### config.mk
export PLATFORM = sky130hd
export DESIGN_NAME = imo_mode_output_regs
export DESIGN_NICKNAME = d
export VERILOG_FILES = /design/src/common/imo_pkg.sv /design/src/verilog/imo_mode_output_regs.sv
export SDC_FILE = /design/constraint.sdc
export NUM_CORES = 1
export LEC_CHECK = 0
export ABC_CLOCK_PERIOD_IN_PS = 4600
export BUFFER_PORTS_ARGS = -buffer_cell sky130_fd_sc_hd__buf_2
export CELL_PAD_IN_SITES_DETAIL_PLACEMENT = 1
export CELL_PAD_IN_SITES_GLOBAL_PLACEMENT = 2
export CORE_MARGIN = 2
export CORE_UTILIZATION = 32
export CTS_BUF_LIST = sky130_fd_sc_hd__clkbuf_8
export DETAILED_ROUTE_END_ITERATION = 8
export PLACE_DENSITY = 0.93
export SLEW_MARGIN = 20
export SYNTH_ARGS = -nofsm -noshare
export SYNTH_HDL_FRONTEND = slang
export SYNTH_SLANG_ARGS = --single-unit
### constraint.sdc
create_clock -name clock -period 4.6 [get_ports clock]
set_input_delay 0.92 -clock clock [delete_from_list [all_inputs] [get_ports clock]]
set_output_delay 0.92 -clock clock [all_outputs]
set_load 0.005 [all_outputs]
### src/common/imo_pkg.sv
// Register map, field positions and reset values of the mode/output bank
package imo_pkg;

  // ************************************************************
  // Register offsets
  // ************************************************************
  localparam logic [6:0] OFF_PORT_POWER_CONTROL = 7'h02;
  localparam logic [6:0] OFF_ACCEL_CONFIG       = 7'h03;
  localparam logic [6:0] OFF_GYRO_CONFIG        = 7'h04;
  localparam logic [6:0] OFF_MAGNET_CONFIG      = 7'h05;
  localparam logic [6:0] OFF_FILTER_CONFIG      = 7'h06;
  localparam logic [6:0] OFF_ENGINE_CONFIG      = 7'h07;
  localparam logic [6:0] OFF_SENSOR_ENABLES     = 7'h08;
  localparam logic [6:0] OFF_STATUS_FIRST       = 7'h16;
  localparam logic [6:0] OFF_STATUS_SECOND      = 7'h17;
  localparam logic [6:0] OFF_SAMPLE_STAMP       = 7'h18;
  localparam logic [6:0] OFF_ACCEL_BASE         = 7'h19;
  localparam logic [6:0] OFF_GYRO_BASE          = 7'h1F;
  localparam logic [6:0] OFF_MAGNET_BASE        = 7'h25;
  localparam logic [6:0] OFF_QUAT_BASE          = 7'h2D;
  localparam logic [6:0] OFF_VEL_BASE           = 7'h35;
  localparam logic [6:0] OFF_TEMPERATURE_OUT    = 7'h3B;
  localparam logic [6:0] OFF_ENGINE_FLAGS_FIRST = 7'h3C;
  localparam logic [6:0] OFF_ENGINE_FLAGS_SECOND = 7'h3D;

  // ************************************************************
  // Field positions
  // ************************************************************
  localparam int BIT_ACCEL_ON      = 0;
  localparam int BIT_GYRO_ON       = 1;
  localparam int BIT_MAGNET_ON     = 2;
  localparam int BIT_ENGINE_SELECT = 3;
  localparam int BIT_SAMPLE_LOCK   = 7;
  localparam int BIT_DATA_ACCEL    = 0;
  localparam int BIT_DATA_GYRO     = 1;
  localparam int BIT_DATA_MAGNET   = 2;
  localparam int BIT_OVR_ACCEL     = 4;
  localparam int BIT_OVR_GYRO      = 5;
  localparam int BIT_OVR_MAGNET    = 6;
  localparam int BIT_WAKE_MOTION   = 0;
  localparam int BIT_CMD_DONE      = 1;
  localparam int BIT_FIFO_READY    = 2;
  localparam int BIT_ENGINE_DATA   = 3;
  localparam int BIT_MAG_BIAS_ACK  = 0;
  localparam int BIT_GYR_BIAS_ACK  = 1;
  localparam int BIT_CLIP_ACK      = 2;
  localparam int BIT_VEL_OVERFLOW  = 0;

  // ************************************************************
  // Reset values and the sample stamp wrap point
  // ************************************************************
  localparam logic [7:0] RST_REG  = 8'h00;
  localparam logic [7:0] RST_TEMP = 8'h00;
  localparam logic [7:0] STAMP_WRAP = 8'hFF;

endpackage

### src/verilog/imo_mode_output_regs.sv
// Mode selection and output register bank of the inertial unit
`timescale 1ns/100ps
`default_nettype none
module imo_mode_output_regs (
  input  wire logic        clock,
  input  wire logic        rst,
  input  wire logic        regWrite,
  input  wire logic        regRead,
  input  wire logic [6:0]  regAddr,
  input  wire logic [7:0]  regWdata,
  output logic      [7:0]  regRdata,
  output logic             engineSelect,
  output logic             accelOn,
  output logic             gyroOn,
  output logic             magnetOn,
  output logic      [7:0]  accelConfig,
  output logic      [7:0]  gyroConfig,
  output logic      [7:0]  magnetConfig,
  output logic      [7:0]  filterConfig,
  output logic      [7:0]  engineConfig,
  output logic      [7:0]  portPowerControl,
  input  wire logic        sampleTick,
  input  wire logic [47:0] rawAccel,
  input  wire logic [47:0] rawGyro,
  input  wire logic [47:0] rawMagnet,
  input  wire logic [7:0]  rawTemp,
  input  wire logic        engineTick,
  input  wire logic [63:0] engQuat,
  input  wire logic [47:0] engVel,
  input  wire logic [47:0] engMagnet,
  input  wire logic [7:0]  engFlagsFirst,
  input  wire logic [7:0]  engFlagsSecond,
  input  wire logic        wakeMotion,
  input  wire logic        fifoReady,
  input  wire logic        cmdDone
);

  // ************************************************************
  // State
  // ************************************************************
  typedef struct packed {
    logic [7:0]   rdata;
    logic [7:0]   ctlPower;
    logic [7:0]   ctlAccel;
    logic [7:0]   ctlGyro;
    logic [7:0]   ctlMagnet;
    logic [7:0]   ctlFilter;
    logic [7:0]   ctlEngine;
    logic [7:0]   ctlEnables;
    logic [7:0]   stat0;
    logic [7:0]   stat1;
    logic [7:0]   stamp;
    logic [47:0]  accel;
    logic [47:0]  gyro;
    logic [47:0]  magnet;
    logic [63:0]  quat;
    logic [47:0]  vel;
    logic [7:0]   temp;
    logic [7:0]   flags1;
    logic [7:0]   flags2;
    logic [7:0]   heldHigh;
  } imo_state_t;

  imo_state_t st_r;
  imo_state_t st_nxt;

  // Picks byte n of a packed vector of 16-bit words, low byte first
  function automatic logic [7:0] pickByte(input logic [63:0] v,
                                          input logic [2:0]  n);
    pickByte = v[{n, 3'h0} +: 8];
  endfunction

  function automatic logic inRange(input logic [6:0] a,
                                   input logic [6:0] base,
                                   input logic [6:0] len);
    inRange = (a >= base) && (a < 7'(base + len));
  endfunction

  logic       engMode;
  logic       lockOn;
  logic [6:0] rdIdx;
  logic [7:0] rdByte;
  logic [2:0] rdSel;
  logic       freshSample;

  always_comb begin
    engMode = st_r.ctlEnables[imo_pkg::BIT_ENGINE_SELECT];
    lockOn  = st_r.ctlEnables[imo_pkg::BIT_SAMPLE_LOCK];
    rdIdx   = 7'h00;
    rdSel   = 3'h0;
    rdByte  = imo_pkg::RST_REG;
    st_nxt  = st_r;

    // ************************************************************
    // Control register writes
    // ************************************************************
    if (regWrite) begin
      unique case (regAddr)
        imo_pkg::OFF_PORT_POWER_CONTROL: st_nxt.ctlPower = regWdata;
        imo_pkg::OFF_ACCEL_CONFIG: st_nxt.ctlAccel = regWdata;
        imo_pkg::OFF_GYRO_CONFIG: st_nxt.ctlGyro = regWdata;
        imo_pkg::OFF_MAGNET_CONFIG: st_nxt.ctlMagnet = regWdata;
        imo_pkg::OFF_FILTER_CONFIG: st_nxt.ctlFilter = regWdata;
        imo_pkg::OFF_ENGINE_CONFIG: st_nxt.ctlEngine = regWdata;
        imo_pkg::OFF_SENSOR_ENABLES: st_nxt.ctlEnables = regWdata;
        default: ;
      endcase
    end

    // ************************************************************
    // Sample capture
    // ************************************************************
    // Read-clear first, so a sample taken in the same cycle sets again
    if (regRead && regAddr == imo_pkg::OFF_STATUS_FIRST) begin
      st_nxt.stat0 = imo_pkg::RST_REG;
    end

    // With sample lock on, new sensor and engine data (not stamp or temperature) are held off while a multi-byte
    // read is in progress (high byte still pending) to keep words whole
    freshSample = !(lockOn && (st_r.heldHigh != 8'h00));

    if (sampleTick) begin
      st_nxt.stamp = (st_r.stamp == imo_pkg::STAMP_WRAP) ? 8'h00
                     : 8'(st_r.stamp + 8'h01);
      st_nxt.temp = rawTemp;
      if (!engMode && freshSample) begin
        if (st_r.ctlEnables[imo_pkg::BIT_ACCEL_ON]) begin
          st_nxt.accel = rawAccel;
          st_nxt.stat0[imo_pkg::BIT_OVR_ACCEL] =
            st_nxt.stat0[imo_pkg::BIT_DATA_ACCEL];
          st_nxt.stat0[imo_pkg::BIT_DATA_ACCEL] = 1'b1;
        end
        if (st_r.ctlEnables[imo_pkg::BIT_GYRO_ON]) begin
          st_nxt.gyro = rawGyro;
          st_nxt.stat0[imo_pkg::BIT_OVR_GYRO] =
            st_nxt.stat0[imo_pkg::BIT_DATA_GYRO];
          st_nxt.stat0[imo_pkg::BIT_DATA_GYRO] = 1'b1;
        end
        if (st_r.ctlEnables[imo_pkg::BIT_MAGNET_ON]) begin
          st_nxt.magnet = rawMagnet;
          st_nxt.stat0[imo_pkg::BIT_OVR_MAGNET] =
            st_nxt.stat0[imo_pkg::BIT_DATA_MAGNET];
          st_nxt.stat0[imo_pkg::BIT_DATA_MAGNET] = 1'b1;
        end
      end
    end

    if (engineTick && engMode && freshSample) begin
      st_nxt.quat = engQuat;
      st_nxt.vel  = engVel;
      if (st_r.ctlEnables[imo_pkg::BIT_MAGNET_ON]) begin
        st_nxt.magnet = engMagnet;
      end
      st_nxt.flags1 = engFlagsFirst;
      st_nxt.flags2 = engFlagsSecond;
      st_nxt.stat1[imo_pkg::BIT_ENGINE_DATA] = 1'b1;
    end

    // ************************************************************
    // Status levels from the rest of the unit
    // ************************************************************
    st_nxt.stat1[imo_pkg::BIT_WAKE_MOTION] = engMode && wakeMotion;
    st_nxt.stat1[imo_pkg::BIT_FIFO_READY]  = fifoReady;
    st_nxt.stat1[imo_pkg::BIT_CMD_DONE]    = cmdDone;

    // ************************************************************
    // Read decode
    // ************************************************************
    if (inRange(regAddr, imo_pkg::OFF_ACCEL_BASE, 7'h06)) begin
      rdIdx  = 7'(regAddr - imo_pkg::OFF_ACCEL_BASE);
      rdSel  = rdIdx[2:0];
      rdByte = pickByte({16'h0000, st_r.accel}, rdSel);
    end else if (inRange(regAddr, imo_pkg::OFF_GYRO_BASE, 7'h06)) begin
      rdIdx  = 7'(regAddr - imo_pkg::OFF_GYRO_BASE);
      rdSel  = rdIdx[2:0];
      rdByte = pickByte({16'h0000, st_r.gyro}, rdSel);
    end else if (inRange(regAddr, imo_pkg::OFF_MAGNET_BASE, 7'h06)) begin
      rdIdx  = 7'(regAddr - imo_pkg::OFF_MAGNET_BASE);
      rdSel  = rdIdx[2:0];
      rdByte = pickByte({16'h0000, st_r.magnet}, rdSel);
    end else if (inRange(regAddr, imo_pkg::OFF_QUAT_BASE, 7'h08)) begin
      rdIdx  = 7'(regAddr - imo_pkg::OFF_QUAT_BASE);
      rdSel  = rdIdx[2:0];
      rdByte = pickByte(st_r.quat, rdSel);
    end else if (inRange(regAddr, imo_pkg::OFF_VEL_BASE, 7'h06)) begin
      rdIdx  = 7'(regAddr - imo_pkg::OFF_VEL_BASE);
      rdSel  = rdIdx[2:0];
      rdByte = pickByte({16'h0000, st_r.vel}, rdSel);
    end else begin
      unique case (regAddr)
        imo_pkg::OFF_PORT_POWER_CONTROL:  rdByte = st_r.ctlPower;
        imo_pkg::OFF_ACCEL_CONFIG:        rdByte = st_r.ctlAccel;
        imo_pkg::OFF_GYRO_CONFIG:         rdByte = st_r.ctlGyro;
        imo_pkg::OFF_MAGNET_CONFIG:       rdByte = st_r.ctlMagnet;
        imo_pkg::OFF_FILTER_CONFIG:       rdByte = st_r.ctlFilter;
        imo_pkg::OFF_ENGINE_CONFIG:       rdByte = st_r.ctlEngine;
        imo_pkg::OFF_SENSOR_ENABLES:      rdByte = st_r.ctlEnables;
        imo_pkg::OFF_STATUS_FIRST:        rdByte = st_r.stat0;
        imo_pkg::OFF_STATUS_SECOND:       rdByte = st_r.stat1;
        imo_pkg::OFF_SAMPLE_STAMP:        rdByte = st_r.stamp;
        imo_pkg::OFF_TEMPERATURE_OUT:     rdByte = st_r.temp;
        imo_pkg::OFF_ENGINE_FLAGS_FIRST:  rdByte = st_r.flags1;
        imo_pkg::OFF_ENGINE_FLAGS_SECOND: rdByte = st_r.flags2;
        default:                          rdByte = imo_pkg::RST_REG;
      endcase
    end

    // ************************************************************
    // Read side effects
    // ************************************************************
    if (regRead) begin
      st_nxt.rdata = rdByte;
      // Reading status second clears its engine-data bit, except in a cycle with engineTick high
      if (regAddr == imo_pkg::OFF_STATUS_SECOND && !engineTick) begin
        st_nxt.stat1[imo_pkg::BIT_ENGINE_DATA] = 1'b0;
      end
      // Low byte read arms the hold, high byte read releases it
      if (regAddr >= imo_pkg::OFF_ACCEL_BASE
          && regAddr < imo_pkg::OFF_TEMPERATURE_OUT) begin
        st_nxt.heldHigh = regAddr[0] ? 8'h01 : 8'h00;
      end
    end
  end

  always_ff @(posedge clock) begin
    if (rst) begin
      st_r <= '0;
    end else begin
      st_r <= st_nxt;
    end
  end

  // ************************************************************
  // Outputs
  // ************************************************************
  assign regRdata         = st_r.rdata;
  assign engineSelect     = st_r.ctlEnables[imo_pkg::BIT_ENGINE_SELECT];
  assign accelOn          = st_r.ctlEnables[imo_pkg::BIT_ACCEL_ON];
  assign gyroOn           = st_r.ctlEnables[imo_pkg::BIT_GYRO_ON];
  assign magnetOn         = st_r.ctlEnables[imo_pkg::BIT_MAGNET_ON];
  assign accelConfig      = st_r.ctlAccel;
  assign gyroConfig       = st_r.ctlGyro;
  assign magnetConfig     = st_r.ctlMagnet;
  assign filterConfig     = st_r.ctlFilter;
  assign engineConfig     = st_r.ctlEngine;
  assign portPowerControl = st_r.ctlPower;

  // ************************************************************
  // Checks
  // ************************************************************
  property p_stampWrap;
    @(posedge clock) disable iff (rst)
      sampleTick && st_r.stamp == 8'hFF |=> st_r.stamp == 8'h00;
  endproperty
  a_stampWrap: assert property (p_stampWrap)
    else $error("stamp no wrap");

  property p_stampStep;
    @(posedge clock) disable iff (rst)
      sampleTick && st_r.stamp != 8'hFF
        |=> st_r.stamp == 8'($past(st_r.stamp) + 8'h01);
  endproperty
  a_stampStep: assert property (p_stampStep)
    else $error("stamp step");

  property p_rawHoldInEngine;
    @(posedge clock) disable iff (rst)
      engineSelect |=> $stable(st_r.accel);
  endproperty
  a_rawHoldInEngine: assert property (p_rawHoldInEngine)
    else $error("raw moved");

  property p_accelOff;
    @(posedge clock) disable iff (rst)
      !accelOn |=> $stable(st_r.accel);
  endproperty
  a_accelOff: assert property (p_accelOff)
    else $error("accel off moved");

  property p_quatLoad;
    @(posedge clock) disable iff (rst)
      engineTick && engineSelect
        && (!lockOn || st_r.heldHigh == 8'h00)
        |=> st_r.quat == $past(engQuat);
  endproperty
  a_quatLoad: assert property (p_quatLoad)
    else $error("quat not loaded");

  property p_tempRead;
    @(posedge clock) disable iff (rst)
      regRead && regAddr == imo_pkg::OFF_TEMPERATURE_OUT
        |=> regRdata == $past(st_r.temp);
  endproperty
  a_tempRead: assert property (p_tempRead)
    else $error("temp read");

  property p_lockHold;
    @(posedge clock) disable iff (rst)
      lockOn && st_r.heldHigh != 8'h00 |=> $stable(st_r.vel);
  endproperty
  a_lockHold: assert property (p_lockHold)
    else $error("lock broken");

  property p_ctlWrite;
    @(posedge clock) disable iff (rst)
      regWrite && regAddr == imo_pkg::OFF_FILTER_CONFIG
        |=> filterConfig == $past(regWdata);
  endproperty
  a_ctlWrite: assert property (p_ctlWrite)
    else $error("filter write");

endmodule
`default_nettype wire

==> results.md <==
GRT:
- The initial antenna violation count was 13.
- The via count of the first global-routing pass was around 17000.
- Entering global routing, the biggest net connects 175 pins.
- The global-route wire length before repair is between 100000 and 150000 um.
- The overall global routing resource usage is 0.249.
- The total overflow left after global routing is 0.

Finish:
- In the final layout, the share of cells above drive strength 1 is 0.262.
- In the layout the commonest cells are nand2_1 (621), buf_2 (409), dfxtp_1 (362), a21oi_1 (322), nand3_1 (130).
- With fillers left out, the area of the finished cells amounts to 20200 um^2.
- The final non-filler cell total is 3082.
- The layout overhead on the synthesized area is 20.9%.
- For this run, the post-layout net count is between 2000 and 3000.
- The post-route core utilization is 0.393.
- The most common cell after layout, fill and taps aside is nand2_1.

Die:
- The initial utilization of the core area, before any placement, comes to 0.325.
- In this run the count of I/O pins placed on the die edge is 412.
- The number of placement rows is 83.
- Measured along the y axis, the die boundary spans 232 um.
- In this run the horizontal extent of the chip is ~230 um.
- In this run the standard cell core region covers approximately 51000 um^2.
- The die area is approximately 54000 um^2.

Synth:
- The synthesized instance count is 2074.
- Of the synthesized area, sequential elements account for 0.436.
- When the netlist entered floorplanning its net count stood at roughly 2400.
- The per-instance average area after synthesis is between 8 and 9 um^2.
- In this run the cell area of the synthesized design comes to between 15000 and 20000 um^2.
- The total number of yosys warnings is 0.
- The most used flip-flop cell after synthesis is dfxtp_1.
- After synthesis, the share of flip-flops with an asynchronous set or reset is 0.
- The area share of the leading cell type in the synthesized netlist is 0.436.
- The synthesized design contains 363 register bits.
- The synthesized design spends more area on one cell type than any other, namely dfxtp_1.
- After synthesis, the cell types taking the most area are dfxtp_1 (44%), nand2_1 (14%), a21oi_1 (9.7%).
- In this run, synthesis inferred 0 flip-flops with an integrated enable.
- After synthesis, the netlist uses 57 different library cells.

Placement:
- The placement-stage worst setup slack is 0.626 ns.
- Detailed placement ended at an HPWL of a little over 50000 um.
- The count of port buffers added during placement is 411.
- The placer congestion estimate is 0.906.
- The standard cell area after detailed placement is 18700 um^2.
- The number of instances in the placed design is 2957.

Timing:
- Setup repair after global routing left no endpoint under its margin.
- In the finished design, the share of the clock period the worst path needs comes to 0.742.
- The final-report setup violation count is 0.
- The clock skew is 0.0403 ns.
- Derived from the worst setup path, the maximum achievable clock frequency is 293 MHz.
- The hold violation total from the final report was 0.
- At the pin with the least slew margin, the transition time is about 1.0 ns.
- The post-route minimum period is 3.41 ns.
- Headroom to the max-slew limit came out at 0.298.
- The worst setup margin is 1.19 ns.
- The final-layout setup total negative slack is 0 ns.
- The max-slew violation total from the final report came to 0.

Run:
- Across the run, the number of max-cap violations was 0.

Outcome:
- The flow ran to the end, and the final reports show no timing, DRC or antenna violations.

Drt:
- The via count of the routed design is 16500.
- The final routed wire length divided by cell count is about 22 um.
- In the routed design, unresolved DRC markers number 0.
- Once detail routing completed, the nets flagged for antenna violations numbered 0.
- The number of optimization iterations in the first detailed-route pass is 6.
- Dividing the detail-routed via count by the number of cells gives 5.35.
- The overall routed net length is 68700 um.
- The starting DRC count in detailed routing is 1172.

Setup path:
- Data arrives at the worst endpoint at 3.93 ns.
- The data required time at the worst endpoint is ~5.1 ns.
- The category of the most critical setup path is in -> reg.
- The nature of the critical path endpoint is a register.
- STA classifies the critical path startpoint as an input pin.
- Of all nets on the critical path, the largest fanout is 21.

Power and ir drop:
- The leakage dissipation is 7.37 nW.
- In this run the power density over the cells is 345 nW/um^2.
- The worst-case vdd ir drop is approximately 0.16 mV.

CTS:
- CTS built an H-tree with a depth of 3.
- The clock tree from TritonCTS is done.
- The sink count of the clock tree is 363.
- Once the clock tree was built, the setup fixing pass inserted 0 buffers.
- No sink is reached through more buffers than the 3 on the longest clock path.
- At the later pin of the worst-skew pair, clock insertion delay measures around 0.64 ns.
- For this design, the CTS-stage hold fixing added 0 buffers.
- Clock tree synthesis inserted a total of 69 buffers.
- The post-cts repair resize count is 0.
- The clock-pin slew of the registers on the worst-case setup and hold paths is 0.06 ns.
- The tree is rooted in a clkbuf_8.

Hold path:
- The tightest min-delay check is of the reg -> reg type.
## path summary, 6_finish.rpt
check | start | end | slack, ns | cells after the start
worst max-delay path | regAddr[0] | regRdata[1] | 1.19 | 10
worst min register to register | st_r[194] | st_r[194] | 0.45 | 2
worst min-delay path | st_r[194] | st_r[194] | 0.45 | 2
worst max register to register | engineSelect | st_r[38] | 1.99 | 5
## power by group
part           leakage (nW)  internal, mW  switching, mW
Combinational          3.66         0.191          0.279
Sequential             2.93          3.16         0.0121
Clock                 0.785          1.86           1.46
Total                  7.37          5.21           1.75
## metal layers
layer  GRT usage  up-vias  share of wire
met5           0        -         0.0012
met4       0.115       14          0.041
met3      0.0609      162          0.074
met2       0.390      645           0.45
met1       0.322     7974           0.43
li1            -     7707              -
## registers in the layout, indices dropped and copies added (netlist names)
register          cells
accelConfig           8
accelOn               1
engineConfig          8
engineSelect          1
filterConfig          8
gyroConfig            8
gyroOn                1
lockOn                1
magnetConfig          8
magnetOn              1
portPowerControl      8
regRdata              8
st_r                302
## final cells by class
class,count,area (um^2)
well taps,680,851
fillers,6294,31200
flip-flops and latches,363,7270
clock buffers,90,1240
inverters,4,15.0
repair buffers,433,2250
diodes,7,17.5
multi-input cells,1477,8350
clock inverters,28,189
## cells in the mapped netlist (2+ instances only)
cell / number
nand2_1: 624
dfxtp_1: 363
a21oi_1: 322
clkbuf_1: 138
nand3_1: 131
nor2_1: 77
buf_4: 60
a311oi_1: 49
mux4_2: 48
mux2i_1: 28
mux2_2: 21
buf_1: 19
o21ai_0: 16
a22oi_1: 15
a221oi_1: 14
a22o_1: 14
and3_1: 12
nor3_1: 11
a31oi_1: 9
buf_2: 9
a2111oi_0: 8
o31ai_1: 8
ha_1: 6
and2_1: 5
nor2b_1: 5
xor2_1: 5
a222oi_1: 4
buf_6: 4
nand2b_1: 4
nand3b_1: 4
nand4_1: 4
xnor2_1: 4
and4_1: 3
inv_1: 3
nor4b_1: 2
o21bai_1: 2
or2_2: 2
or3_1: 2
## cell families (layout without fill, tap and decap cells)
family                   Yosys count  count (layout)  synth area share
AND/OR/NAND/NOR                  896             896             0.223
AO/OA/AOI/OAI                    469             469             0.168
flip-flops                       363             363             0.436
buffers and inverters            234             555            0.0686
multiplexers                      97              97            0.0958
XOR/XNOR                           9               9           0.00472
adder cells (fa/ha/maj)            6               6           0.00450
other                              0               7                 0
## per-stage QoR
step | power (mW) | hold WS [ns]
after floorplan | 3.45 | 0.433
after global routing | 7.22 | 0.475
after detailed placement | 3.71 | 0.446
after global placement | 3.70 | 0.438
after CTS | 7.03 | 0.455
final | 6.96 | 0.453
## worst max-delay path: stages
cell,delay [ns]
buf_4,0.28
inv_2,0.21
ha_1,0.28
nor4b_1,0.16
and2_1,0.18
or4_4,0.49
o41ai_4,0.50
a31oi_1,0.18
a2111oi_0,0.58
o31ai_1,0.13
Note: power is estimated with default switching activity, not from simulation.
